===== config.mk =====
export PLATFORM = sky130hd
export DESIGN_NAME = scs_sync_serial
export DESIGN_NICKNAME = d
export VERILOG_FILES = /design/src/design/scs_pkg.sv /design/src/design/scs_sync_serial.sv
export SDC_FILE = /design/constraint.sdc
export NUM_CORES = 1
export LEC_CHECK = 0
export ABC_AREA = 1
export ABC_CLOCK_PERIOD_IN_PS = 1900
export BUFFER_PORTS_ARGS = -buffer_cell sky130_fd_sc_hd__buf_2
export CAP_MARGIN = 20
export CORE_ASPECT_RATIO = 1.2
export CORE_UTILIZATION = 37
export DETAILED_ROUTE_END_ITERATION = 8
export SYNTH_ARGS = -nofsm -noshare
export SYNTH_HDL_FRONTEND = slang
export SYNTH_SLANG_ARGS = --single-unit

===== constraint.sdc =====
create_clock -name pclk -period 1.9 [get_ports pclk]
set_input_delay 0.19 -clock pclk [delete_from_list [all_inputs] [get_ports pclk]]
set_output_delay 0.19 -clock pclk [all_outputs]
set_load 0.005 [all_outputs]

===== src/design/scs_pkg.sv =====
// Package for the clocked synchronous serial block: register map, field
// positions, reset values, state encodings and the structs that carry state.
// Assumes an APB master with 32-bit data and byte addresses on an 8-bit bus.
package scs_pkg;

    // Register byte offsets, one aligned word each
    localparam logic [7:0] SCS_OFF_MODE = 8'h00; // serial_mode_reg
    localparam logic [7:0] SCS_OFF_BAUD = 8'h04; // baud_divisor_reg
    localparam logic [7:0] SCS_OFF_CTRL = 8'h08; // serial_ctrl_reg
    localparam logic [7:0] SCS_OFF_TXH = 8'h0C; // tx_holding_reg
    localparam logic [7:0] SCS_OFF_FLAG = 8'h10; // serial_flag_reg
    localparam logic [7:0] SCS_OFF_RXH = 8'h14; // rx_holding_reg

    // serial_mode_reg fields
    localparam int SCS_MODE_SYNC_BIT = 7; // sync_mode_select
    // serial_ctrl_reg fields
    localparam int SCS_CTRL_TX_IRQ_BIT = 7; // tx_empty_irq_on
    localparam int SCS_CTRL_RX_IRQ_BIT = 6; // rx_irq_on
    localparam int SCS_CTRL_TX_ON_BIT = 5; // tx_on_switch
    localparam int SCS_CTRL_RX_ON_BIT = 4; // rx_on_switch
    localparam int SCS_CTRL_ADDR_WAIT_BIT = 3; // addr_wait_on, no effect here
    localparam int SCS_CTRL_DONE_IRQ_BIT = 2; // tx_done_irq_on
    localparam int SCS_CTRL_CLK_HI_BIT = 1; // clock_source_sel_hi
    localparam int SCS_CTRL_CLK_LO_BIT = 0; // clock_source_sel_lo
    // serial_flag_reg fields
    localparam int SCS_FLAG_TX_EMPTY_BIT = 7;
    localparam int SCS_FLAG_RX_FULL_BIT = 6;
    localparam int SCS_FLAG_OVERRUN_BIT = 5;
    localparam int SCS_FLAG_FRAMING_BIT = 4;
    localparam int SCS_FLAG_PARITY_BIT = 3;
    localparam int SCS_FLAG_TX_DONE_BIT = 2;

    // Values after reset
    localparam logic [7:0] SCS_RST_MODE = 8'h00;
    localparam logic [7:0] SCS_RST_BAUD = 8'hFF;
    localparam logic [7:0] SCS_RST_CTRL = 8'h00;
    localparam logic [7:0] SCS_RST_TXH = 8'hFF;
    localparam logic [7:0] SCS_RST_RXH = 8'h00;

    // Counts of bits and pulses per character
    localparam logic [3:0] SCS_CHAR_BITS = 4'h8;
    localparam logic [3:0] SCS_LAST_BIT = 4'h7;

    // Internal clock generator states, one-hot
    typedef enum logic [1:0] {
        SCS_CK_IDLE = 2'b01,
        SCS_CK_RUN = 2'b10
    } scs_ck_state_t;

    // Serial pin outputs
    typedef struct packed {
        logic sck_out;
        logic sck_oe;
        logic txd_out;
        logic txd_oe;
    } scs_ser_out_t;

    // Interrupt request levels
    typedef struct packed {
        logic tx_empty_irq;
        logic rx_full_irq;
        logic rx_fault_irq;
        logic tx_done_irq;
    } scs_irq_t;

    // Whole state of the block
    typedef struct packed {
        logic [7:0] serial_mode_reg;
        logic [7:0] baud_divisor_reg;
        logic [7:0] serial_ctrl_reg;
        logic [7:0] tx_holding_reg;
        logic [7:0] rx_holding_reg;
        logic tx_holding_empty_flag;
        logic rx_holding_full_flag;
        logic overrun_flag;
        logic framing_fault_flag;
        logic parity_fault_flag;
        logic tx_done_flag;
        logic [7:0] tx_shift_reg;
        logic [3:0] tx_cnt;
        logic tx_busy;
        logic txd;
        logic [7:0] rx_shift_reg;
        logic [3:0] rx_cnt;
        scs_ck_state_t ck_state;
        logic sck;
        logic [7:0] baud_cnt;
        logic [3:0] pulse_cnt;
        logic second_frame;
        logic [31:0] prdata;
        logic rxd_s1;
        logic rxd_s2;
        logic sck_s1;
        logic sck_s2;
        logic sck_s3;
    } scs_state_t;

endpackage


===== src/design/scs_sync_serial.sv =====
// Clocked synchronous serial port with APB register access.
// Assumes pclk at 50 MHz, an APB master, and a partner on sck/txd/rxd pins.
// Overview of operation
// - Data changes on falling, valid at rising
// - Send LSB first, hold line at MSB
// - Exactly eight data bits, no extras
// - Clock source from mode and control bits
// - Internal clock drives eight pulses per character
// - Serial clock stays high when idle
// - Receive-only internal clock: two characters, sixteen pulses
// - Transmitter off sets empty flag, resets shifter
// - Receiver off keeps flags and holding data
// - Data lines used only when enabled
// - Flag cleared: load shifter, set flag, start
// - Test empty flag at bit seven
// - External clock: shift with incoming clock
// - Receive LSB first, copy or overrun
// - Receive error blocks both directions
// - Receive full and overrun raise requests
// - Independent double-buffered halves, shared clock
// - Overrun when holding still full
// - No new transmit while error flag set
//
// Register access over APB and the placing of the registers were decided locally.
module scs_sync_serial
(
    // Clock, reset and clock enable
    input wire logic pclk,
    input wire logic presetn,
    input wire logic ce,
    // APB slave
    input wire logic psel,
    input wire logic penable,
    input wire logic pwrite,
    input wire logic [7:0] paddr,
    input wire logic [31:0] pwdata,
    output logic [31:0] prdata,
    output logic pready,
    output logic pslverr,
    // Serial pins, asynchronous to pclk
    input wire logic sck_in,
    input wire logic rxd_in,
    output scs_pkg::scs_ser_out_t ser_out,
    // Interrupt requests
    output scs_pkg::scs_irq_t irq
);

    scs_pkg::scs_state_t st_ff; // Registered state
    scs_pkg::scs_state_t nxt_st; // Next state
    logic internal_clk; // Baud generator drives sck
    logic external_clk; // Partner drives sck
    logic rx_err; // Any receive error flag
    logic fall_ev; // Serial clock falling edge
    logic rise_ev; // Serial clock rising edge
    logic tx_load; // Holding register moves to shifter
    logic tx_kill; // Software switches the transmitter off this cycle
    logic tx_pending; // Software has data waiting
    logic rx_only; // Receiver on, transmitter off
    logic apb_wr; // Write access phase
    logic addr_ok; // Mapped address
    logic [7:0] rd_val; // Read mux result
    logic [7:0] rx_next; // Receive shifter after this bit

    // Clock source decode
    assign internal_clk = st_ff.serial_mode_reg[scs_pkg::SCS_MODE_SYNC_BIT]
        & ~st_ff.serial_ctrl_reg[scs_pkg::SCS_CTRL_CLK_HI_BIT];
    assign external_clk = st_ff.serial_mode_reg[scs_pkg::SCS_MODE_SYNC_BIT]
        & st_ff.serial_ctrl_reg[scs_pkg::SCS_CTRL_CLK_HI_BIT];
    assign rx_err = st_ff.overrun_flag | st_ff.framing_fault_flag | st_ff.parity_fault_flag;

    // Edges: internal ones from the baud tick, external ones from the synchroniser tail
    always_comb
    begin
        fall_ev = 1'b0;
        rise_ev = 1'b0;
        if (internal_clk && st_ff.ck_state == scs_pkg::SCS_CK_RUN && st_ff.baud_cnt == 8'h00)
        begin
            fall_ev = st_ff.sck;
            rise_ev = ~st_ff.sck;
        end
        else if (external_clk)
        begin
            // Shift in step with the partner's clock
            fall_ev = st_ff.sck_s3 & ~st_ff.sck_s2;
            rise_ev = ~st_ff.sck_s3 & st_ff.sck_s2;
        end
    end

    // Transmit hand-off conditions; errors hold the transmitter back
    assign tx_pending = st_ff.serial_ctrl_reg[scs_pkg::SCS_CTRL_TX_ON_BIT]
        & ~st_ff.tx_holding_empty_flag & ~rx_err;
    // Switching off wins over a load in the same cycle, so nothing is left half-started
    assign tx_kill = apb_wr & (paddr == scs_pkg::SCS_OFF_CTRL)
        & st_ff.serial_ctrl_reg[scs_pkg::SCS_CTRL_TX_ON_BIT]
        & ~pwdata[scs_pkg::SCS_CTRL_TX_ON_BIT];
    assign tx_load = tx_pending & ~st_ff.tx_busy & ~tx_kill;
    assign rx_only = st_ff.serial_ctrl_reg[scs_pkg::SCS_CTRL_RX_ON_BIT]
        & ~st_ff.serial_ctrl_reg[scs_pkg::SCS_CTRL_TX_ON_BIT];
    assign rx_next = {st_ff.rxd_s2, st_ff.rx_shift_reg[7:1]}; // LSB arrives first

    // APB decode; zero wait states, the clock enable stalls the bus
    assign apb_wr = psel & penable & pwrite & ce;
    assign addr_ok = paddr == scs_pkg::SCS_OFF_MODE || paddr == scs_pkg::SCS_OFF_BAUD
        || paddr == scs_pkg::SCS_OFF_CTRL || paddr == scs_pkg::SCS_OFF_TXH
        || paddr == scs_pkg::SCS_OFF_FLAG || paddr == scs_pkg::SCS_OFF_RXH;
    assign pready = ce;
    assign pslverr = psel & penable & ~addr_ok;
    assign prdata = st_ff.prdata;

    // Read mux; reserved bits read zero
    always_comb
    begin
        case (paddr)
            scs_pkg::SCS_OFF_MODE: rd_val = st_ff.serial_mode_reg;
            scs_pkg::SCS_OFF_BAUD: rd_val = st_ff.baud_divisor_reg;
            scs_pkg::SCS_OFF_CTRL: rd_val = st_ff.serial_ctrl_reg;
            scs_pkg::SCS_OFF_TXH: rd_val = st_ff.tx_holding_reg;
            scs_pkg::SCS_OFF_FLAG: rd_val = {st_ff.tx_holding_empty_flag,
                st_ff.rx_holding_full_flag, st_ff.overrun_flag, st_ff.framing_fault_flag,
                st_ff.parity_fault_flag, st_ff.tx_done_flag, 2'b00};
            scs_pkg::SCS_OFF_RXH: rd_val = st_ff.rx_holding_reg;
            default: rd_val = 8'h00;
        endcase
    end

    // Next state: software first, then hardware, so a hardware set beats a clear
    always_comb
    begin
        nxt_st = st_ff;
        // Two-flop synchronisers; the second stage feeds logic, and a third sck stage feeds edge detection
        nxt_st.rxd_s1 = rxd_in;
        nxt_st.rxd_s2 = st_ff.rxd_s1;
        nxt_st.sck_s1 = sck_in;
        nxt_st.sck_s2 = st_ff.sck_s1;
        nxt_st.sck_s3 = st_ff.sck_s2;
        // Read data captured in the setup cycle
        if (psel && !penable && !pwrite)
        begin
            nxt_st.prdata = {24'h000000, rd_val};
        end
        // Software writes
        if (apb_wr)
        begin
            case (paddr)
                scs_pkg::SCS_OFF_MODE: nxt_st.serial_mode_reg = pwdata[7:0];
                scs_pkg::SCS_OFF_BAUD: nxt_st.baud_divisor_reg = pwdata[7:0];
                scs_pkg::SCS_OFF_CTRL:
                begin
                    nxt_st.serial_ctrl_reg = pwdata[7:0];
                    // Turning the transmitter off reinitialises it at once
                    if (st_ff.serial_ctrl_reg[scs_pkg::SCS_CTRL_TX_ON_BIT]
                        && !pwdata[scs_pkg::SCS_CTRL_TX_ON_BIT])
                    begin
                        nxt_st.tx_holding_empty_flag = 1'b1;
                        nxt_st.tx_busy = 1'b0;
                        nxt_st.tx_shift_reg = 8'h00;
                        nxt_st.tx_cnt = 4'h0;
                    end
                end
                scs_pkg::SCS_OFF_TXH: nxt_st.tx_holding_reg = pwdata[7:0];
                scs_pkg::SCS_OFF_FLAG:
                begin
                    // Flags except tx_done_flag clear by writing zero; writing one leaves them
                    nxt_st.tx_holding_empty_flag = st_ff.tx_holding_empty_flag
                        & pwdata[scs_pkg::SCS_FLAG_TX_EMPTY_BIT];
                    nxt_st.rx_holding_full_flag = st_ff.rx_holding_full_flag
                        & pwdata[scs_pkg::SCS_FLAG_RX_FULL_BIT];
                    nxt_st.overrun_flag = st_ff.overrun_flag
                        & pwdata[scs_pkg::SCS_FLAG_OVERRUN_BIT];
                    nxt_st.framing_fault_flag = st_ff.framing_fault_flag
                        & pwdata[scs_pkg::SCS_FLAG_FRAMING_BIT];
                    nxt_st.parity_fault_flag = st_ff.parity_fault_flag
                        & pwdata[scs_pkg::SCS_FLAG_PARITY_BIT];
                end
                default: ;
            endcase
        end
        // Transmitter; shifts only while switched on
        if (!st_ff.serial_ctrl_reg[scs_pkg::SCS_CTRL_TX_ON_BIT] || tx_kill)
        begin
            nxt_st.tx_busy = 1'b0;
        end
        else if (tx_load)
        begin
            // Move holding to shifter and mark holding empty again
            nxt_st.tx_holding_empty_flag = 1'b1;
            nxt_st.tx_done_flag = 1'b0;
            nxt_st.tx_busy = 1'b1;
            nxt_st.tx_shift_reg = st_ff.tx_holding_reg;
            nxt_st.tx_cnt = 4'h0;
            if (fall_ev)
            begin
                // Back-to-back character: bit 0 leaves on this falling edge
                nxt_st.txd = st_ff.tx_holding_reg[0];
                nxt_st.tx_shift_reg = {1'b0, st_ff.tx_holding_reg[7:1]};
                nxt_st.tx_cnt = 4'h1;
            end
        end
        else if (st_ff.tx_busy && fall_ev && st_ff.tx_cnt < scs_pkg::SCS_CHAR_BITS)
        begin
            // One bit per falling edge, LSB first
            nxt_st.txd = st_ff.tx_shift_reg[0];
            nxt_st.tx_shift_reg = {1'b0, st_ff.tx_shift_reg[7:1]};
            nxt_st.tx_cnt = st_ff.tx_cnt + 4'h1;
            // Nothing queued at bit 7: finish and hold the line at the MSB
            if (st_ff.tx_cnt == scs_pkg::SCS_LAST_BIT && st_ff.tx_holding_empty_flag)
            begin
                nxt_st.tx_done_flag = 1'b1;
            end
        end
        else if (st_ff.tx_busy && rise_ev && st_ff.tx_cnt == scs_pkg::SCS_CHAR_BITS)
        begin
            nxt_st.tx_busy = 1'b0; // Shifter free for the next load
        end
        // Receiver: sample on rising edges while on and error-free
        if (!st_ff.serial_ctrl_reg[scs_pkg::SCS_CTRL_RX_ON_BIT])
        begin
            nxt_st.rx_cnt = 4'h0; // Flags and holding data are left alone
        end
        else if (rise_ev && !rx_err)
        begin
            nxt_st.rx_shift_reg = rx_next;
            nxt_st.rx_cnt = st_ff.rx_cnt + 4'h1;
            if (st_ff.rx_cnt == scs_pkg::SCS_LAST_BIT)
            begin
                nxt_st.rx_cnt = 4'h0;
                if (!st_ff.rx_holding_full_flag)
                begin
                    nxt_st.rx_holding_reg = rx_next;
                    nxt_st.rx_holding_full_flag = 1'b1;
                end
                else
                begin
                    nxt_st.overrun_flag = 1'b1; // Character dropped
                end
            end
        end
        // Internal clock generator: half period is divisor plus one pclk cycles
        case (st_ff.ck_state)
            scs_pkg::SCS_CK_IDLE:
            begin
                nxt_st.sck = 1'b1;
                nxt_st.baud_cnt = st_ff.baud_divisor_reg;
                nxt_st.pulse_cnt = 4'h0;
                if (internal_clk && (st_ff.tx_busy || (rx_only && !rx_err
                    && !st_ff.rx_holding_full_flag)))
                begin
                    nxt_st.ck_state = scs_pkg::SCS_CK_RUN;
                    // Receive-only bursts always carry two characters
                    nxt_st.second_frame = rx_only;
                end
            end
            scs_pkg::SCS_CK_RUN:
            begin
                if (!internal_clk)
                begin
                    nxt_st.ck_state = scs_pkg::SCS_CK_IDLE;
                    nxt_st.sck = 1'b1;
                end
                else if (st_ff.baud_cnt != 8'h00)
                begin
                    nxt_st.baud_cnt = st_ff.baud_cnt - 8'h01;
                end
                else
                begin
                    nxt_st.baud_cnt = st_ff.baud_divisor_reg;
                    nxt_st.sck = ~st_ff.sck;
                    if (!st_ff.sck)
                    begin
                        nxt_st.pulse_cnt = st_ff.pulse_cnt + 4'h1;
                        // Eighth rising edge ends a character
                        if (st_ff.pulse_cnt == scs_pkg::SCS_LAST_BIT)
                        begin
                            nxt_st.pulse_cnt = 4'h0;
                            nxt_st.second_frame = 1'b0;
                            if (!(tx_pending || (st_ff.second_frame && !rx_err)))
                            begin
                                nxt_st.ck_state = scs_pkg::SCS_CK_IDLE;
                            end
                        end
                    end
                end
            end
            default:
            begin
                nxt_st.ck_state = scs_pkg::SCS_CK_IDLE;
                nxt_st.sck = 1'b1;
            end
        endcase
    end

    // State register; the clock enable freezes everything
    always_ff @(posedge pclk or negedge presetn)
    begin
        if (!presetn)
        begin
            st_ff <= '0;
            st_ff.serial_mode_reg <= scs_pkg::SCS_RST_MODE;
            st_ff.baud_divisor_reg <= scs_pkg::SCS_RST_BAUD;
            st_ff.serial_ctrl_reg <= scs_pkg::SCS_RST_CTRL;
            st_ff.tx_holding_reg <= scs_pkg::SCS_RST_TXH;
            st_ff.rx_holding_reg <= scs_pkg::SCS_RST_RXH;
            st_ff.tx_holding_empty_flag <= 1'b1;
            st_ff.tx_done_flag <= 1'b1;
            st_ff.txd <= 1'b1;
            st_ff.sck <= 1'b1;
            st_ff.ck_state <= scs_pkg::SCS_CK_IDLE;
            st_ff.rxd_s1 <= 1'b1;
            st_ff.rxd_s2 <= 1'b1;
            st_ff.sck_s1 <= 1'b1;
            st_ff.sck_s2 <= 1'b1;
            st_ff.sck_s3 <= 1'b1;
        end
        else if (ce)
        begin
            st_ff <= nxt_st;
        end
    end

    // Pin drivers; sck is driven only in internal clock mode
    assign ser_out.sck_out = st_ff.sck;
    assign ser_out.sck_oe = internal_clk;
    assign ser_out.txd_out = st_ff.txd;
    assign ser_out.txd_oe = st_ff.serial_ctrl_reg[scs_pkg::SCS_CTRL_TX_ON_BIT];

    // Interrupt request levels
    assign irq.tx_empty_irq = st_ff.tx_holding_empty_flag
        & st_ff.serial_ctrl_reg[scs_pkg::SCS_CTRL_TX_IRQ_BIT];
    assign irq.rx_full_irq = st_ff.rx_holding_full_flag
        & st_ff.serial_ctrl_reg[scs_pkg::SCS_CTRL_RX_IRQ_BIT];
    assign irq.rx_fault_irq = rx_err & st_ff.serial_ctrl_reg[scs_pkg::SCS_CTRL_RX_IRQ_BIT];
    assign irq.tx_done_irq = st_ff.tx_done_flag
        & st_ff.serial_ctrl_reg[scs_pkg::SCS_CTRL_DONE_IRQ_BIT];
endmodule // scs_sync_serial


; Word-level counts from Yosys, hierarchy flattened
; Cells that the tools add are included.
[totals]
output_inout_bits = 42
mem_bits_rw = 0
word_cells = 192
romBits = 0
latch_bits = 0
mem_count = 0
in_bits = 48
regBits = 101
[op_classes]
mul = 0
shift = 0
eq_ne = 22
bitwise = 40
reduce_logical = 51
add_sub_neg = 4
magnitude_cmp = 1
n_mux = 46
div = 0
[op_table]
columns = op, count
row1 = $mux W13, 5
row2 = $pmux W8 S6, 1
row3 = $pmux W13 S2, 1
row4 = $and A1 B1 Y1, 25
row5 = $mux W12, 2
row6 = $reduce_and A3 Y1, 7
row7 = $mux W5, 4
row8 = $eq A8 B4 Y1 const B, 2
row9 = $eq A8 B5 Y1 const B, 2
row10 = $logic_not A8 Y1, 2
row11 = $mux W1, 16
row12 = $mux W4, 4
row13 = $logic_and A1 B1 Y1, 15
row14 = $mux W15, 1
row15 = $mux W2, 7
row16 = $not A1 Y1, 13
row17 = $add A4 B1 Y4 const B, 3
row18 = $eq A4 B3 Y1 const B, 3
row19 = $ne A2 B2 Y1 const B, 5
row20 = $reduce_and A5 Y1, 2
row21 = $ne A3 B3 Y1 const B, 3
row22 = $eq A8 B3 Y1 const B, 1
row23 = $logic_or A1 B1 Y1, 8
row24 = $mux W8, 1
row25 = 18 further kinds, 31

; Longest topological paths before layout
; Gate-level depths: netlist (run 1).
[logic_depth]
depth_word = 11
ltp_mapped = 13
mapped_depth_nobuf = 12

; Worst setup path before layout (run 1)
; Ideal clock, no wire load.
[synth_timing]
kind = flip-flop to flip-flop
start = reg st_ff[51] (netlist bit)
end = reg st_ff[85] (netlist bit)
setup_ns = 0.121
setup_slack_ns = 0.081
n_path_buf = 2
path_stages_with_launch = 11
required_ns = 1.779
arrival_time_ns = 1.698
period_less_slack_ns = 1.819
path_cell_list = dfstp_2 -> inv_1 -> ha_1 -> nand2_1 -> nor2_1 -> nand3_2 -> buf_6 -> nand4_4 -> buf_2 -> o21ai_1 -> nand2_1
[synth_between]
elab_chain_cells = 6
[synth_rtl]
columns = item, line
row1 = start: declaration, scs_sync_serial.sv:48  ; scs_pkg::scs_state_t st_ff;
row2 = start signal: assignment, scs_sync_serial.sv:316  ; st_ff <= nxt_st;
row3 = $eq A2 B2 Y1, scs_sync_serial.sv:76  ; if (internal_clk && st_ff.ck_state == scs_pkg::SCS_CK_RUN && st_ff.baud_cnt == 8'h00)
row4 = $logic_and A1 B1 Y1 (2 in a row), scs_sync_serial.sv:76
row5 = $mux W1, scs_sync_serial.sv:76
row6 = $logic_and A1 B1 Y1, scs_sync_serial.sv:220  ; else if (rise_ev && !rx_err)
row7 = $reduce_and A5 Y1 (no line), --
; Every way passes these cells.
; A chain may end at the register's enable or synchronous reset.

; Worst setup path after layout (run 1)
[layout_timing]
start = reg st_ff[51] (netlist bit)
end = reg st_ff[90] (netlist bit)
; Same word-level chain as after synthesis.

==> results of run 1 <==
-- flip-flops by register name (all words and copies together) (netlist names) --
signal,cells
st_ff,78
prdata,8
ser_out,3
nxt_st,3
rx_next,8
-- cell usage after synthesis (all sizes together) (2+ instances only) --
cell and n:
dfrtp 74, o31ai 2, o211ai 2, a31oi 3, nand2 250, buf 48
o21ba 3, a21oi 19, inv 70, dfstp 26, xor2 6, o22ai 3
o21ai 74, ha 8, clkbuf 3, nand3 49, nor3 10, nor2 65
nand4 9
-- power groups by stage --
| stage | Sequential, W | Combinational [W] | Clock, W |
|---|---|---|---|
| after floorplan | 0.00243 | 0.000897 | 0 |
| after global placement | 0.00246 | 0.00134 | 0 |
| after detailed placement | 0.00247 | 0.00136 | 0 |
| after CTS | 0.00243 | 0.00138 | 0.00184 |
| after global routing | 0.00246 | 0.00175 | 0.00193 |
| final | 0.00244 | 0.00155 | 0.00182 |
-- metal layers --
layer  routed length (um)  up-vias  GRT usage
li1                     -     2430          -
met1                 6510     2277      0.246
met2                 7000       79      0.318
met3                  374       21     0.0254
met4                  381        0      0.104
met5                    0        -          0
-- worst paths after layout --
check	end	slack, ns	cells past startpoint
hold reg to reg	nxt_st[1]	0.47	2
max in group asynchronous	st_ff[51]	1.20	3
setup reg to reg	st_ff[90]	0.09	10
hold / removal	nxt_st[3]	0.03	3
setup / recovery	st_ff[90]	0.09	10
min in group asynchronous	st_ff[89]	0.34	3
-- metrics by stage --
| stage | utilization | instance area (um^2) | std cells | hold slack, ns | worst slack (ns) |
|---|---|---|---|---|---|
| 2_1_floorplan | - | 5650 | 757 | -0.106 | 0.0806 |
| 3_3_place_gp | 0.419 | 6090 | 989 | 0.198 | -0.0508 |
| 3_5_place_dp | 0.419 | 6090 | 989 | 0.199 | -0.0568 |
| 4_1_cts | 0.441 | 6410 | 1007 | 0.0345 | 0.00321 |
| 5_1_grt | 0.451 | 6560 | 1011 | 0.0671 | -0.0268 |
| 6_report | 0.451 | 6560 | 1011 | 0.0287 | 0.0928 |
-- logic make-up (layout without fill, tap and decap cells) --
family / Yosys count / count (layout) / synth area share
AND/OR/NAND/NOR: 387 / 388 / 0.297
buffers and inverters: 122 / 175 / 0.112
AO/OA/AOI/OAI: 109 / 109 / 0.106
flip-flops: 100 / 100 / 0.456
adder cells (fa/ha/maj): 8 / 8 / 0.0180
XOR/XNOR: 7 / 7 / 0.0110
other: 1 / 24 / 0.000674
-- area by class of cell --
class	instances	area, um^2	area share
multi-input cells	536	2590	0.395
inverters	71	272	0.0414
flip-flops and latches	100	2530	0.387
clock buffers	9	225	0.0344
well taps	200	250	0.0382
clock inverters	7	60.1	0.00916
repair buffers	88	626	0.0954
-- worst max-delay path, stage by stage (launching register included) --
cell	delay [ns]
dfstp_2	0.54
inv_2	0.04
ha_4	0.17
nand2_2	0.07
nor2_1	0.05
nand3_2	0.17
nand4_4	0.20
buf_12	0.20
nor2_4	0.15
nor2_1	0.06
nor2_1	0.08
-- repair_timing --
item / 4_1_cts / 5_1_grt
hold endpoints to repair: 74 / 0
resized for setup: 6 / 26
gates cloned: 1 / 1
hold buffers: 1 / 0
setup buffers: 0 / 3
pin swaps: 1 / 7
endpoints found under the setup margin: 12 / 45
==> flow_summary.toml, run 1 <==
[die]
die-area_um2 = 15500
io_pins = 90
fp.coreArea_um2 = 14500
fp.dieH_um = 136
die_w_um = 114
floorplan.initialDensity = 0.383
num_rows = 48

[finish]
final_cell_mix = "239 x nand2_1, 74 x dfrtp_1, 65 x o21ai_0"
antenna_cells = 0
drive_above_1_share = 0.218
layout_commonest_cell = "nand2_1"
syn2layout_area_growth_pct = 17.9
final_nets = 862
nFillCells = 1511

[pwr]
power_density_nw_per_um2 = 887
ir_drop_mv = 0.464
seqPwrFrac = 0.420
swShare = 0.330
pwr-share-comb = 0.266
clkPwrFrac = 0.313
p_leak_nw = 3.28
p_int_w = 0.00389
power.total_w = 0.00581
p_switching_w = 0.00192

[critical_path]
cp.required_ns = 2.19
cp.arrival_ns = 2.10
critPathKind = "reg -> reg"
r2r-start = "st_ff[51]"
crit_start = "st_ff[51]"
endpoint_kind = "flop"
critPathLaunchType = "flop"
cp_max_fo = 6

[sta]
timing.final.crit_share = 0.951
final.min_clock_period_ns = 1.81
skew_ns = 0.00980
max_freq_mhz = 553
rsz0062_at_grt = "true"
setup_tns_ns = 0
setup_viol = 0
final_max_slew_viol_count = 0
hold_viol = 0

[global_routing]
grt_max_degree = 58
overflow = 0
globalRouteTotalUtil = 0.193
antenna_found_initial = 0
grt_pass1_vias = 4521
grt_pass1_wl_um = 22800

[synth]
synthTopCellsByArea = "dfrtp_1 33%, nand2_1 16%, dfstp_2 12%"
yosysTopAreaCell = "dfrtp_1"
ys.flop_type = "dfrtp_1"
ys_async_sr_fraction = 1.00
synthCells = 734
synth_edf_count = 0
seq_area_frac_synth = 0.456
netlist_area_um2 = 5560
synth_cell_types = 40
synth-seq-cells = 100
yosysTopAreaCellShare = 0.333
yosys_warnings = 0
avgSynthCellArea_um2 = 7.58

[clocking]
cts-root-buf = "clkbuf_16"
cts_sinks = 100
cts.path.max_buffers = 2
cts_buffers = 9
cts_max_level = 3
cts_tree = "done"
insertion_delay_ns = 0.36
clk_pin_slew_ns = 0.07

[run]
cap_violations = 0

[routing]
vias = 4807
routed_wirelength_um = 14300
drc = 0
drt_pass1_iterations = 4
vias_per_cell = 4.75
drtAntennaViolNets = 0
detail_route.wl_per_cell_um = 14.1
drt_iter0_drc = 279

[placement]
place_hpwl_um = 10500
gp_congestion = 0.814
port_buffers = 41

[hold_path]
hold_start = "rxd_in"
min-delay-path-class = "in -> reg"

[run_status]
status = "completed"
(Power assumes the default switching activity.)
==> run 2, diff against run 1 <==
SETUP_SLACK_MARGIN = 0.3   (was not set)
==> flow_summary.toml, run 2 (synthesized netlist as in run 1, its figures left out) <==
[run_status]
status = "completed"

[sta]
tightestPinTransition_ns = 0.503
max_slew_margin = 0.662
final.setup.worst_slack_ns = 0.149
hold_viol = 0
timing.final.crit_share = 0.922
final.min_clock_period_ns = 1.75
final_max_slew_viol_count = 0
skew_ns = 0.00754
setup_viol = 0
max_freq_mhz = 571
rsz0062_at_grt = "true"

[pwr]
power_density_nw_per_um2 = 919
seqPwrFrac = 0.389
clkPwrFrac = 0.317
ir_drop_mv = 0.500
power.total_w = 0.00630
swShare = 0.319
p_leak_nw = 3.37
pwr-share-comb = 0.294
p_switching_w = 0.00201
p_int_w = 0.00429

[critical_path]
cp.required_ns = 2.14
cp_max_fo = 6
endpoint_kind = "flop"
cp.arrival_ns = 1.99
critPathLaunchType = "flop"
critPathKind = "reg -> reg"

[routing]
drt_iter0_drc = 335
topRoutingLayerUsed = "met4"
vias_per_cell = 4.77
detail_route.wl_per_cell_um = 14.5
routed_wirelength_um = 14900
route.met2.wl_um = 7590
drtAntennaViolNets = 0
vias = 4900
drc = 0
wl_met1_um = 6570
drt_pass1_iterations = 5
met3_length_um = 415

[placement]
pre_cts_slack_ns = -0.0324
place_hpwl_um = 10600
port_buffers = 41
gp_congestion = 0.816

[global_routing]
grt_pass1_wl_um = 24300
globalRouteTotalUtil = 0.206
overflow = 0
grt_max_degree = 39
grt_pass1_vias = 4742
antenna_found_initial = 0

[die]
floorplan.initialDensity = 0.383
io_pins = 90
fp.coreArea_um2 = 14500
num_rows = 48
die_w_um = 114
die-area_um2 = 15500
fp.dieH_um = 136

[clocking]
clk_pin_slew_ns = 0.07
insertion_delay_ns = 0.36
cts_max_level = 3
cts_tree = "done"
cts.path.max_buffers = 2
cts_buffers = 9
cts_sinks = 100
cts-root-buf = "clkbuf_16"

[finish]
final_cell_mix = "232 x nand2_1, 72 x dfrtp_1, 59 x inv_1"
layout_commonest_cell = "nand2_1"
drive_above_1_share = 0.265
final_util = 0.472
top_register = "st_ff"
final_nets = 878
nFillCells = 1498
antenna_cells = 0
largest_reg_flops = 78
syn2layout_area_growth_pct = 23.3

[hold_path]
min-delay-path-class = "in -> reg"

[run]
cap_violations = 0
## run 2: cell types whose count changed in the layout (fill, tap and decap cells not counted), sizes merged
cell / change
nand2: +2
clkinvlp: -3
nand4: +1
clkbuf: +2
buf: +14
bufinv: +2
inv: -2
## run 2: area by class of cell
type	count	area [um^2]	share of cell area
Sequential cell	100	2540	0.370
Tap cell	200	250	0.0365
Clock inverter	4	73.8	0.0108
Clock buffer	12	236	0.0345
Inverter	71	277	0.0403
Timing Repair Buffer	101	721	0.105
Multi-Input combinational cell	539	2760	0.403
## run 2: timing repair
item | CTS | global route
hold buffers | 1 | 0
endpoints found under the hold margin | 20 | 0
resized for setup | 44 | 39
cloned | 4 | 1
setup endpoints to repair | 52 | 54
pin swaps | 11 | 18
setup buffers | 8 | 8
## run 2: critical path, stage by stage (launching register included)
cell and delay [ns]:
dfstp_2 0.54, inv_2 0.04, ha_4 0.16, inv_2 0.08, nor2_1 0.07, nor2_2 0.19, nand2_4 0.12, nor2_4 0.12
nand4_1 0.14, nand2_1 0.09, o21ai_0 0.07
## run 2: metal layers
metal  track usage  up-vias
met5             0        -
met2         0.348      121
met3        0.0245       24
met4        0.0859        0
met1         0.268     2282
li1              -     2473
## run 2: power by group through the flow
stage	logic, W	registers (W)	clock network, W
2_1_floorplan	0.000934	0.00244	0
3_3_place_gp	0.00136	0.00247	0
3_5_place_dp	0.00138	0.00248	0
4_1_cts	0.00161	0.00245	0.00202
5_1_grt	0.00207	0.00247	0.00210
6_report	0.00185	0.00245	0.00200
## run 2: stage by stage
stage | instance area, um^2 | instances | hold slack [ns] | setup TNS [ns]
after floorplan | 5680 | 757 | -0.106 | 0
after global placement | 6120 | 989 | 0.152 | -0.0589
after detailed placement | 6120 | 989 | 0.155 | -0.112
after CTS | 6690 | 1018 | 0.0236 | 0
after global routing | 6850 | 1027 | 0.0773 | 0
final | 6850 | 1027 | 0.0237 | 0
## run 2: final timing paths
path                       startpoint         to  slack, ns  depth (start not counted)
max                         st_ff[51]  st_ff[37]       0.15                         10
min                            rxd_in  nxt_st[3]       0.02                          3
max reg2reg                 st_ff[51]  st_ff[37]       0.15                         10
min reg2reg                 nxt_st[3]  nxt_st[3]       0.46                          2
max in group asynchronous     presetn  st_ff[51]       0.99                          3
min in group asynchronous     presetn  st_ff[87]       0.30                          2
